`config.mk`:
```
export PLATFORM = sky130hd
export DESIGN_NAME = dt_transceiver
export DESIGN_NICKNAME = d
export VERILOG_FILES = /design/src/rtl/dt_transceiver.v
export VERILOG_INCLUDE_DIRS = /design/src /design/src/rtl
export SDC_FILE = /design/constraint.sdc
export NUM_CORES = 1
export LEC_CHECK = 0
export BUFFER_PORTS_ARGS = -buffer_cell sky130_fd_sc_hd__buf_2
export CORE_UTILIZATION = 45
export CTS_BUF_LIST = sky130_fd_sc_hd__clkbuf_8
export DETAILED_ROUTE_END_ITERATION = 10
export GPL_TIMING_DRIVEN = 0
export PLACE_DENSITY_LB_ADDON = 0.2
export SYNTH_ARGS = -nofsm -noshare
export SYNTH_HDL_FRONTEND = slang
export SYNTH_SLANG_ARGS = --single-unit
```
`constraint.sdc`:
```
create_clock -name pclk -period 5.24 [get_ports pclk]
set_input_delay 0.524 -clock pclk [delete_from_list [all_inputs] [get_ports pclk]]
set_output_delay 0.524 -clock pclk [all_outputs]
set_load 0.02 [all_outputs]
```
`src/rtl/dt_regs.vh`:
```
// dtmf transceiver constants: register map, fields, timing
// Functional notes
// - each tone period is 32 equal segments; divider count sets segment length
// - divider terminal count restarts it and advances the sine table counter
// - two identical channels make row and column tones, outputs summed
// - divider and sine counter restart on burst start so a burst starts on its first segment
// - dual-tone burst mode: 51 ms burst then equal 51 ms pause
// - after burst and pause complete, set transmitter-ready status flag
// - call-progress burst mode doubles burst and pause to 102 ms
// - call-progress plus burst mode: transmit only, no receive latching
// - single-tone mode emits one low-group or high-group tone only
// - tone lost before presence guard time leaves receive data unchanged
// - tone present full presence guard time: latch 4-bit code
// - after absence guard time, latched code held until next valid tone
// - dropout shorter than absence guard changes nothing, no new detect
// - status b3 low while validated signal present, moves after guard time
// - status b2 set on new latched code, cleared by status read
// - interrupt active on new receive data, released by status read
// - one shared 4-bit code for transmit and receive digit registers
// - mode bit 0 dual-tone, 1 call-progress; tones shown on interrupt pin
// - dual-tone interrupt on valid digit or, in burst, transmitter ready
`ifndef DT_REGS_VH
`define DT_REGS_VH
// apb byte addresses
`define DT_ADDR_TXDATA 8'h00
`define DT_ADDR_RXDATA 8'h04
`define DT_ADDR_CTRL 8'h08
`define DT_ADDR_STATUS 8'h0C
// control fields
`define DT_CTRL_TONE 0
`define DT_CTRL_CP 1
`define DT_CTRL_IRQ 2
`define DT_CTRL_BURST 3
`define DT_CTRL_SINGLE 4
`define DT_CTRL_SHIGH 5
`define DT_CTRL_W 6
`define DT_CTRL_RST 6'h00
// status fields
`define DT_ST_IRQ 0
`define DT_ST_TXRDY 1
`define DT_ST_RXVAL 2
`define DT_ST_DSTEER 3
// timing
`define DT_CLK_MHZ 50
`define DT_BURST_MS 51
`define DT_GTP_US 40000
`define DT_GTA_US 40000
`define DT_SEGMENTS 32
// segment divider counts: 50 MHz / (f * 32)
`define DT_DIV_697 12'd2242
`define DT_DIV_770 12'd2029
`define DT_DIV_852 12'd1834
`define DT_DIV_941 12'd1660
`define DT_DIV_1209 12'd1292
`define DT_DIV_1336 12'd1169
`define DT_DIV_1477 12'd1058
`define DT_DIV_1633 12'd957
`define DT_MIDSCALE 8'h80
`define DT_OUT_IDLE 9'h100
`endif

```
`src/rtl/dt_transceiver.v`:
```
// dtmf transceiver digital core with apb register port
//
// Implementation choices: the APB interface to the registers and the address map.
`timescale 1ns/10ps
`include "dt_regs.vh"
module dt_transceiver #(
  parameter BURST_CYC = `DT_BURST_MS * 1000 * `DT_CLK_MHZ,
  parameter PRES_CYC = `DT_GTP_US * `DT_CLK_MHZ,
  parameter ABS_CYC = `DT_GTA_US * `DT_CLK_MHZ
) (
  // clock and reset
  input wire pclk,
  input wire presetn,
  // apb slave
  input wire [7:0] paddr,
  input wire psel,
  input wire penable,
  input wire pwrite,
  input wire [31:0] pwdata,
  output reg [31:0] prdata,
  output wire pready,
  output wire pslverr,
  // receiver front end
  input wire early_steering_out,
  input wire [3:0] rx_code_in,
  input wire cp_tone_in,
  output wire steering_guard_pin,
  // transmitter
  output reg [8:0] tone_dac_out,
  output wire tone_active,
  // open-drain interrupt / tone pin
  input wire interrupt_or_tone_pin_i,
  output wire interrupt_or_tone_pin_o,
  output wire interrupt_or_tone_pin_oe
);

  localparam ST_IDLE = 2'd0;
  localparam ST_BURST = 2'd1;
  localparam ST_PAUSE = 2'd2;

  // low group index from digit code
  function [1:0] dt_low_idx;
    input [3:0] code;
    begin
      case (code)
        4'h1, 4'h2, 4'h3, 4'hD: dt_low_idx = 2'd0;
        4'h4, 4'h5, 4'h6, 4'hE: dt_low_idx = 2'd1;
        4'h7, 4'h8, 4'h9, 4'hF: dt_low_idx = 2'd2;
        default: dt_low_idx = 2'd3;
      endcase
    end
  endfunction

  // high group index from digit code
  function [1:0] dt_high_idx;
    input [3:0] code;
    begin
      case (code)
        4'h1, 4'h4, 4'h7, 4'hB: dt_high_idx = 2'd0;
        4'h2, 4'h5, 4'h8, 4'hA: dt_high_idx = 2'd1;
        4'h3, 4'h6, 4'h9, 4'hC: dt_high_idx = 2'd2;
        default: dt_high_idx = 2'd3;
      endcase
    end
  endfunction

  // segment length per tone
  function [11:0] dt_div;
    input [2:0] sel;
    begin
      case (sel)
        3'd0: dt_div = `DT_DIV_697;
        3'd1: dt_div = `DT_DIV_770;
        3'd2: dt_div = `DT_DIV_852;
        3'd3: dt_div = `DT_DIV_941;
        3'd4: dt_div = `DT_DIV_1209;
        3'd5: dt_div = `DT_DIV_1336;
        3'd6: dt_div = `DT_DIV_1477;
        default: dt_div = `DT_DIV_1633;
      endcase
    end
  endfunction

  // sine table, quarter wave mirrored to 32 entries
  function [7:0] dt_sine;
    input [4:0] ph;
    reg [3:0] q;
    reg [7:0] m;
    begin
      q = ph[3] ? (4'd0 - ph[3:0]) : ph[3:0];
      if (ph[3] && ph[2:0] == 3'd0) begin
        q = 4'd8;
      end
      case (q)
        4'd0: m = 8'h00;
        4'd1: m = 8'h19;
        4'd2: m = 8'h31;
        4'd3: m = 8'h47;
        4'd4: m = 8'h5A;
        4'd5: m = 8'h6A;
        4'd6: m = 8'h75;
        4'd7: m = 8'h7D;
        default: m = 8'h7F;
      endcase
      dt_sine = ph[4] ? (`DT_MIDSCALE - m) : (`DT_MIDSCALE + m);
    end
  endfunction

  // apb access qualifiers
  wire apb_setup = psel & ~penable;
  wire apb_acc = psel & penable;
  wire hit_tx = (paddr == `DT_ADDR_TXDATA);
  wire hit_rx = (paddr == `DT_ADDR_RXDATA);
  wire hit_ctrl = (paddr == `DT_ADDR_CTRL);
  wire hit_st = (paddr == `DT_ADDR_STATUS);
  wire wr_tx = apb_acc & pwrite & hit_tx;
  wire wr_ctrl = apb_acc & pwrite & hit_ctrl;
  wire rd_st = apb_acc & ~pwrite & hit_st;
  reg addr_bad;

  always @* begin
    if (hit_tx) begin
      addr_bad = ~pwrite;
    end else if (hit_rx) begin
      addr_bad = pwrite;
    end else if (hit_ctrl) begin
      addr_bad = 1'b0;
    end else if (hit_st) begin
      addr_bad = pwrite;
    end else begin
      addr_bad = 1'b1;
    end
  end

  assign pready = 1'b1;
  assign pslverr = apb_acc & addr_bad;

  // control and data registers
  reg [`DT_CTRL_W-1:0] ctrl_ff;
  reg [3:0] tx_code_ff;
  reg [3:0] rx_code_ff;
  reg rx_valid_ff;
  reg tx_ready_ff;
  wire tone_en = ctrl_ff[`DT_CTRL_TONE];
  wire cp_mode = ctrl_ff[`DT_CTRL_CP];
  wire irq_en = ctrl_ff[`DT_CTRL_IRQ];
  wire burst_mode = ctrl_ff[`DT_CTRL_BURST];
  wire single_mode = ctrl_ff[`DT_CTRL_SINGLE];
  wire single_high = ctrl_ff[`DT_CTRL_SHIGH];
  wire rx_block = cp_mode & burst_mode;

  always @(posedge pclk or negedge presetn) begin
    if (!presetn) begin
      ctrl_ff <= `DT_CTRL_RST;
      tx_code_ff <= 4'h0;
    end else begin
      if (wr_ctrl) begin
        ctrl_ff <= pwdata[`DT_CTRL_W-1:0];
      end
      if (wr_tx) begin
        tx_code_ff <= pwdata[3:0];
      end
    end
  end

  // receiver input synchronisers
  reg [1:0] est_sync_ff;
  reg [3:0] code_s1_ff;
  reg [3:0] code_s2_ff;
  reg [1:0] cpt_sync_ff;

  always @(posedge pclk or negedge presetn) begin
    if (!presetn) begin
      est_sync_ff <= 2'b00;
      code_s1_ff <= 4'h0;
      code_s2_ff <= 4'h0;
      cpt_sync_ff <= 2'b00;
    end else begin
      est_sync_ff <= {est_sync_ff[0], early_steering_out};
      code_s1_ff <= rx_code_in;
      code_s2_ff <= code_s1_ff;
      cpt_sync_ff <= {cpt_sync_ff[0], cp_tone_in};
    end
  end

  wire tone_seen = est_sync_ff[1];

  // steering guard: presence and absence timing
  reg steer_ff;
  reg [31:0] guard_cnt_ff;
  wire rx_latch = ~rx_block & ~steer_ff & tone_seen & (guard_cnt_ff == PRES_CYC - 1);

  always @(posedge pclk or negedge presetn) begin
    if (!presetn) begin
      steer_ff <= 1'b0;
      guard_cnt_ff <= 32'h0;
    end else if (rx_block) begin
      guard_cnt_ff <= 32'h0;
    end else if (!steer_ff) begin
      if (!tone_seen) begin
        guard_cnt_ff <= 32'h0;
      end else if (rx_latch) begin
        steer_ff <= 1'b1;
        guard_cnt_ff <= 32'h0;
      end else begin
        guard_cnt_ff <= guard_cnt_ff + 32'h1;
      end
    end else begin
      if (tone_seen) begin
        guard_cnt_ff <= 32'h0;
      end else if (guard_cnt_ff == ABS_CYC - 1) begin
        steer_ff <= 1'b0;
        guard_cnt_ff <= 32'h0;
      end else begin
        guard_cnt_ff <= guard_cnt_ff + 32'h1;
      end
    end
  end

  assign steering_guard_pin = steer_ff;

  always @(posedge pclk or negedge presetn) begin
    if (!presetn) begin
      rx_code_ff <= 4'h0;
    end else if (rx_latch) begin
      rx_code_ff <= code_s2_ff;
    end
  end

  // burst / pause sequencer
  reg [1:0] state_ff;
  reg [1:0] nxt_state;
  reg [31:0] burst_cnt_ff;
  wire [31:0] burst_len = cp_mode ? (BURST_CYC * 2) : BURST_CYC;
  wire burst_end = (burst_cnt_ff == burst_len - 1);
  wire burst_start = wr_tx & burst_mode;
  wire pause_done = (state_ff == ST_PAUSE) & burst_end;

  always @* begin
    nxt_state = state_ff;
    case (state_ff)
      ST_IDLE: begin
        if (burst_start) begin
          nxt_state = ST_BURST;
        end
      end
      ST_BURST: begin
        if (!burst_mode) begin
          nxt_state = ST_IDLE;
        end else if (burst_end) begin
          nxt_state = ST_PAUSE;
        end
      end
      ST_PAUSE: begin
        if (!burst_mode || burst_end) begin
          nxt_state = ST_IDLE;
        end
      end
      default: nxt_state = ST_IDLE;
    endcase
  end

  always @(posedge pclk or negedge presetn) begin
    if (!presetn) begin
      state_ff <= ST_IDLE;
      burst_cnt_ff <= 32'h0;
    end else begin
      state_ff <= nxt_state;
      if (nxt_state != state_ff || state_ff == ST_IDLE) begin
        burst_cnt_ff <= 32'h0;
      end else begin
        burst_cnt_ff <= burst_cnt_ff + 32'h1;
      end
    end
  end

  // status flags: a read clears only bits it returned set, burst start also clears tx ready, and set wins
  wire clr_rx = rd_st & prdata[`DT_ST_RXVAL];
  wire clr_tx = rd_st & prdata[`DT_ST_TXRDY];

  always @(posedge pclk or negedge presetn) begin
    if (!presetn) begin
      rx_valid_ff <= 1'b0;
      tx_ready_ff <= 1'b0;
    end else begin
      if (rx_latch) begin
        rx_valid_ff <= 1'b1;
      end else if (clr_rx) begin
        rx_valid_ff <= 1'b0;
      end
      if (pause_done) begin
        tx_ready_ff <= 1'b1;
      end else if (clr_tx || burst_start) begin
        tx_ready_ff <= 1'b0;
      end
    end
  end

  // interrupt pin: active low open drain
  wire irq_dtmf = rx_valid_ff | (burst_mode & tx_ready_ff);
  wire irq_act = irq_en & (cp_mode ? ~cpt_sync_ff[1] : irq_dtmf);
  assign interrupt_or_tone_pin_o = 1'b0;
  assign interrupt_or_tone_pin_oe = irq_act;

  // apb read data, captured in setup so a status read sees a stable snapshot
  always @(posedge pclk or negedge presetn) begin
    if (!presetn) begin
      prdata <= 32'h0;
    end else if (apb_setup) begin
      if (hit_rx) begin
        prdata <= {28'h0, rx_code_ff};
      end else if (hit_ctrl) begin
        prdata <= {{(32-`DT_CTRL_W){1'b0}}, ctrl_ff};
      end else if (hit_st) begin
        prdata <= {28'h0, ~steer_ff, rx_valid_ff, tx_ready_ff, irq_act};
      end else begin
        prdata <= 32'h0;
      end
    end
  end

  // tone gating: continuous tone, or burst phase only
  wire tone_on = tone_en & (~burst_mode | (state_ff == ST_BURST));
  assign tone_active = tone_on;
  wire [1:0] lo_idx = dt_low_idx(tx_code_ff);
  wire [1:0] hi_idx = dt_high_idx(tx_code_ff);
  wire [7:0] samp0;
  wire [7:0] samp1;
  wire [15:0] samp_bus;

  // two identical synthesiser channels
  genvar gi;
  generate
    for (gi = 0; gi < 2; gi = gi + 1) begin : g_chan
      reg [11:0] div_ff;
      reg [4:0] phase_ff;
      wire [2:0] sel = (gi == 0) ? {1'b0, lo_idx} : {1'b1, hi_idx};
      wire [11:0] div_top = dt_div(sel) - 12'd1;
      wire ch_on = ~single_mode | (single_high == (gi == 1));
      // restart on burst start so the first segment is a full one
      always @(posedge pclk or negedge presetn) begin
        if (!presetn) begin
          div_ff <= 12'h000;
          phase_ff <= 5'h00;
        end else if (burst_start) begin
          div_ff <= 12'h000;
          phase_ff <= 5'h00;
        end else if (div_ff >= div_top) begin
          div_ff <= 12'h000;
          phase_ff <= phase_ff + 5'h01;
        end else begin
          div_ff <= div_ff + 12'h001;
        end
      end
      assign samp_bus[gi*8 +: 8] = ch_on ? dt_sine(phase_ff) : `DT_MIDSCALE;
    end
  endgenerate

  assign samp0 = samp_bus[7:0];
  assign samp1 = samp_bus[15:8];

  // summed dual-tone output, midscale when gated off
  always @(posedge pclk or negedge presetn) begin
    if (!presetn) begin
      tone_dac_out <= `DT_OUT_IDLE;
    end else if (tone_on) begin
      tone_dac_out <= {1'b0, samp0} + {1'b0, samp1};
    end else begin
      tone_dac_out <= `DT_OUT_IDLE;
    end
  end

endmodule // dt_transceiver

```
==> run metrics <==
placement row count=50; Setup Total Neg Slack=0 ns; final critical-path share of the clock period=between 80% and 90%; type of the worst min-delay path=primary input to asynchronous set/reset pin; share of synthesized flip-flops with an asynchronous set or reset=100.0%; half-perimeter wire length after placement=roughly 12 mm; global router's overall resource usage=around 18%; routed length per placed instance=13.05 um; Placement Setup Slack=0.9887 ns; actual slew at the worst max-slew pin=~1.1 ns; power per cell area=about 210 nW/um^2; most prevalent standard cell on the critical path=ha_1; Most used DFF post-synth=dfrtp_1; drt initial violations=about 350; internal portion of total power=about 1.5 mW; list of cells traversed by the critical path=inv_1 -> ha_1 -> ha_1 -> o21ai_0 -> inv_1 -> ha_1 -> inv_1 -> a221oi_1 -> ha_1 -> nand2_1 -> o21a_1 -> nor2_1 -> ha_1 -> a21o_1 -> a21oi_1 -> o21ai_0 -> o41ai_1 -> xor2_1 -> nor2_1; kind of end point of the critical path=flip-flop; DRT Pass-1 Iters=6; combinational share of power=under 10%; worst slack on hold paths=-0.0006869 ns; maximum level of the CTS H-tree=4; clock period minus final worst setup slack=around 4.3 ns; Fmax achieved=~0.23 GHz; CTS Sinks=144; largest cells by area after synthesis=dfrtp_1 (41%), ha_1 (9.9%), xor2_1 (5.8%); remaining global-route overflow=0; TritonCTS clock tree=yes; Inserted Clock Buffers=17; count of cells resized by post-cts repair=0; area share of the largest cell type after synthesis=about two fifths; core occupancy in the finished layout=about half; post-synthesis cell count=a little over 900; final net count=between 1000 and 1500; insertion delay to the later sink of the worst-skew pair=between 0.4 and 0.5 ns; Core Box Area=around 19000 sq um; sequential share of power=54.2%; io pins=just under 100; setup repair after global routing missed its margin=no; synthesized area per cell=~9.4 sq um; synthesized cell area=around 8700 sq um; number of hold-repair buffers added at the cts stage=0; highest-delay cell along the critical path=o21ai_0; die extent in y=approximately 140 um; Clock Path Buffers=2; effective utilization at floorplan=between 40 and 50%; setup skew after layout=0.01199 ns; switch share=between 20% and 30%; violated checks=negative hold slack; fraction of power consumed by the clock network=39.4%; count of endpoints failing setup in the final report=0; portion of the post-synthesis area used by sequential elements=about two fifths; leakage power=roughly 4.7 nW; status=complete, but fails checks; Area growth, synth to finish=11.76%; Critical Path Fanout Max=6; root buffer cell=clkbuf_8; Worst Path Arrival=4.60 ns; maxcap violations=0; Worst Slack Setup Final=0.9829 ns; first-pass GRT wire length=between 20 and 30 mm; post-route ant nets=0; number of distinct library cells after synthesis=64; antenna violations before repair=0; worst setup path class=flip-flop to flip-flop; cell accounting for the most synthesized area=dfrtp_1; type of element launching the critical path=flip-flop; Die ar.=between 15000 and 20000 sq um; instance area after placement=between 9000 and 10000 sq um; width of the die=between 100 and 150 um; slew margin rel.=27.06%; worst endpoint required time=5.58 ns; final instance area=9741 sq um; input/output buffers=41; number of synthesis warnings=0; count of flip-flops with a built-in enable after synthesis=0; Via density=5.069; Final Wtd Congestion=0.7695; net switching power=approximately 0.57 mW; maximum number of pins on one net before global-route repair=100; flip-flop and latch count after synthesis=144; fin. max-slew vios=0; drt drc=0; crit-path max cell delay=about 0.52 ns; total length of routed wires=roughly 17 mm; Max VDD drop=around 0.18 mV; via count of the first global-routing pass=6224; clock-pin slew on the worst setup and hold paths=~0.090 ns; Post CTS Setup Buffer Count=0; fraction of layout instances using a drive strength above 1=a little over an eighth; number of vias in the routed layout=6539; number of endpoints with negative hold slack in the final report=1
[power by group through the flow]
stage / clock (mW) / sequential [mW] / combinational (mW)
4_1_cts: 0.845 / 1.13 / 0.136
5_1_grt: 0.900 / 1.14 / 0.154
3_5_place_dp: 0 / 1.16 / 0.135
3_3_place_gp: 0 / 1.16 / 0.131
6_report: 0.822 / 1.13 / 0.134
2_1_floorplan: 0 / 1.15 / 0.0856
[state kept, by name, summed over array words and instances (netlist names)]
name / cells
burst_cnt_ff: 32
guard_cnt_ff: 32
g_chan.div_ff: 24
g_chan.phase_ff: 10
tone_dac_out: 9
ctrl_ff: 6
prdata: 6
code_s1_ff: 4
code_s2_ff: 4
rx_code_ff: 4
tx_code_ff: 4
cpt_sync_ff: 2
est_sync_ff: 2
state_ff: 2
rx_valid_ff: 1
steering_guard_pin: 1
tx_ready_ff: 1
[worst max-delay path, delay by kind of cell (launching register included)]
kind                       cells  cell delay (ns)
buffers and inverters          3             0.39
xor gates and xnor gates       1             0.18
DFF                            1             0.44
and+or+nand+nor                3             0.27
AOI/OAI and AO/OA              7             1.62
adders and majority gates      5             1.25
[cell usage after synthesis, drive strengths merged, types with 4 or more instances]
cell type / instances
and4: 10
nor4: 8
xor2: 58
nor2: 129
xnor2: 32
nand2: 78
nand4: 23
ha: 69
buf: 34
inv: 38
a22oi: 4
a211oi: 8
nand2b: 10
clkbuf: 19
o31ai: 6
dfrtp: 143
a21o: 8
o21ai: 31
nor4b: 4
or3: 10
nor2b: 8
nand3: 52
nand3b: 5
a21oi: 26
and2: 7
mux2: 19
and3: 24
o21a: 5
nor3: 17
mux2i: 9
a31oi: 5
[kinds of logic after synthesis]
kind of cell	Yosys count	synth area share, %
compound gates	108	7.867
xor+xnor	90	9.044
fa+ha+maj	70	10.13
buf+inv	91	5.254
flops	144	41.36
mux	29	3.790
other cells	2	0.08616
simple gates	395	22.47
[metal layers]
layer	vias up	global-route usage [%]	part of all wire [%]
li1	3330	-	-
met2	100	29.21	47
met3	13	3.872	3.3
met5	-	0	0
met1	3096	25.43	49
met4	0	4.291	0.80
[cells in the final DEF (no fill, tap or decap), drive strengths merged, types with 26 or more instances in the layout]
cell    Yosys  final
dfrtp     143    143
nor2      129    129
nand2      78     78
buf        34     76
ha         69     69
xor2       58     58
nand3      52     52
inv        38     46
clkbuf     19     36
xnor2      32     32
o21ai      31     31
conb        2     29
a21oi      26     26
[area by class of cell]
| type | count | area (sq um) |
|---|---|---|
| antenna | 1 | 2.502 |
| buffer | 53 | 315.3 |
| clock buffer | 17 | 234.0 |
| clock inverter | 14 | 122.6 |
| fill | 1788 | 9090 |
| inverter | 38 | 142.6 |
| multi-input combinational | 721 | 4755 |
| sequential | 144 | 3605 |
| tap | 260 | 325.3 |
| timing repair buffer | 42 | 239.0 |
[metrics by stage]
step | hold WS (ns) | instances | power [mW]
final | -0.0006869 | 1290 | 2.089
after global routing | 0.009224 | 1289 | 2.189
after CTS | 0.01099 | 1289 | 2.114
after detailed placement | 0.3365 | 1258 | 1.291
after global placement | 0.3323 | 1257 | 1.286
after floorplan | 0.2284 | 956 | 1.239
[worst paths after layout]
check	start	end	slack [ns]	cells past startpoint
max	g_chan[1].phase_ff[0]$_DFFE_PN0P_	tone_dac_out[7]$_DFF_PN0_	0.98	19
min	presetn	g_chan[0].div_ff[8]$_DFF_PN0_	-0.0007	1
max reg2reg	g_chan[1].phase_ff[0]$_DFFE_PN0P_	tone_dac_out[7]$_DFF_PN0_	0.98	19
min reg2reg	code_s1_ff[3]$_DFF_PN0_	code_s2_ff[3]$_DFF_PN0_	0.35	0
max in group asynchronous	presetn	tone_dac_out[0]$_DFF_PN0_	4.39	2
min in group pclk	cp_tone_in	cpt_sync_ff[0]$_DFF_PN0_	0.17	1
Power figures use the tool's default switching activity.
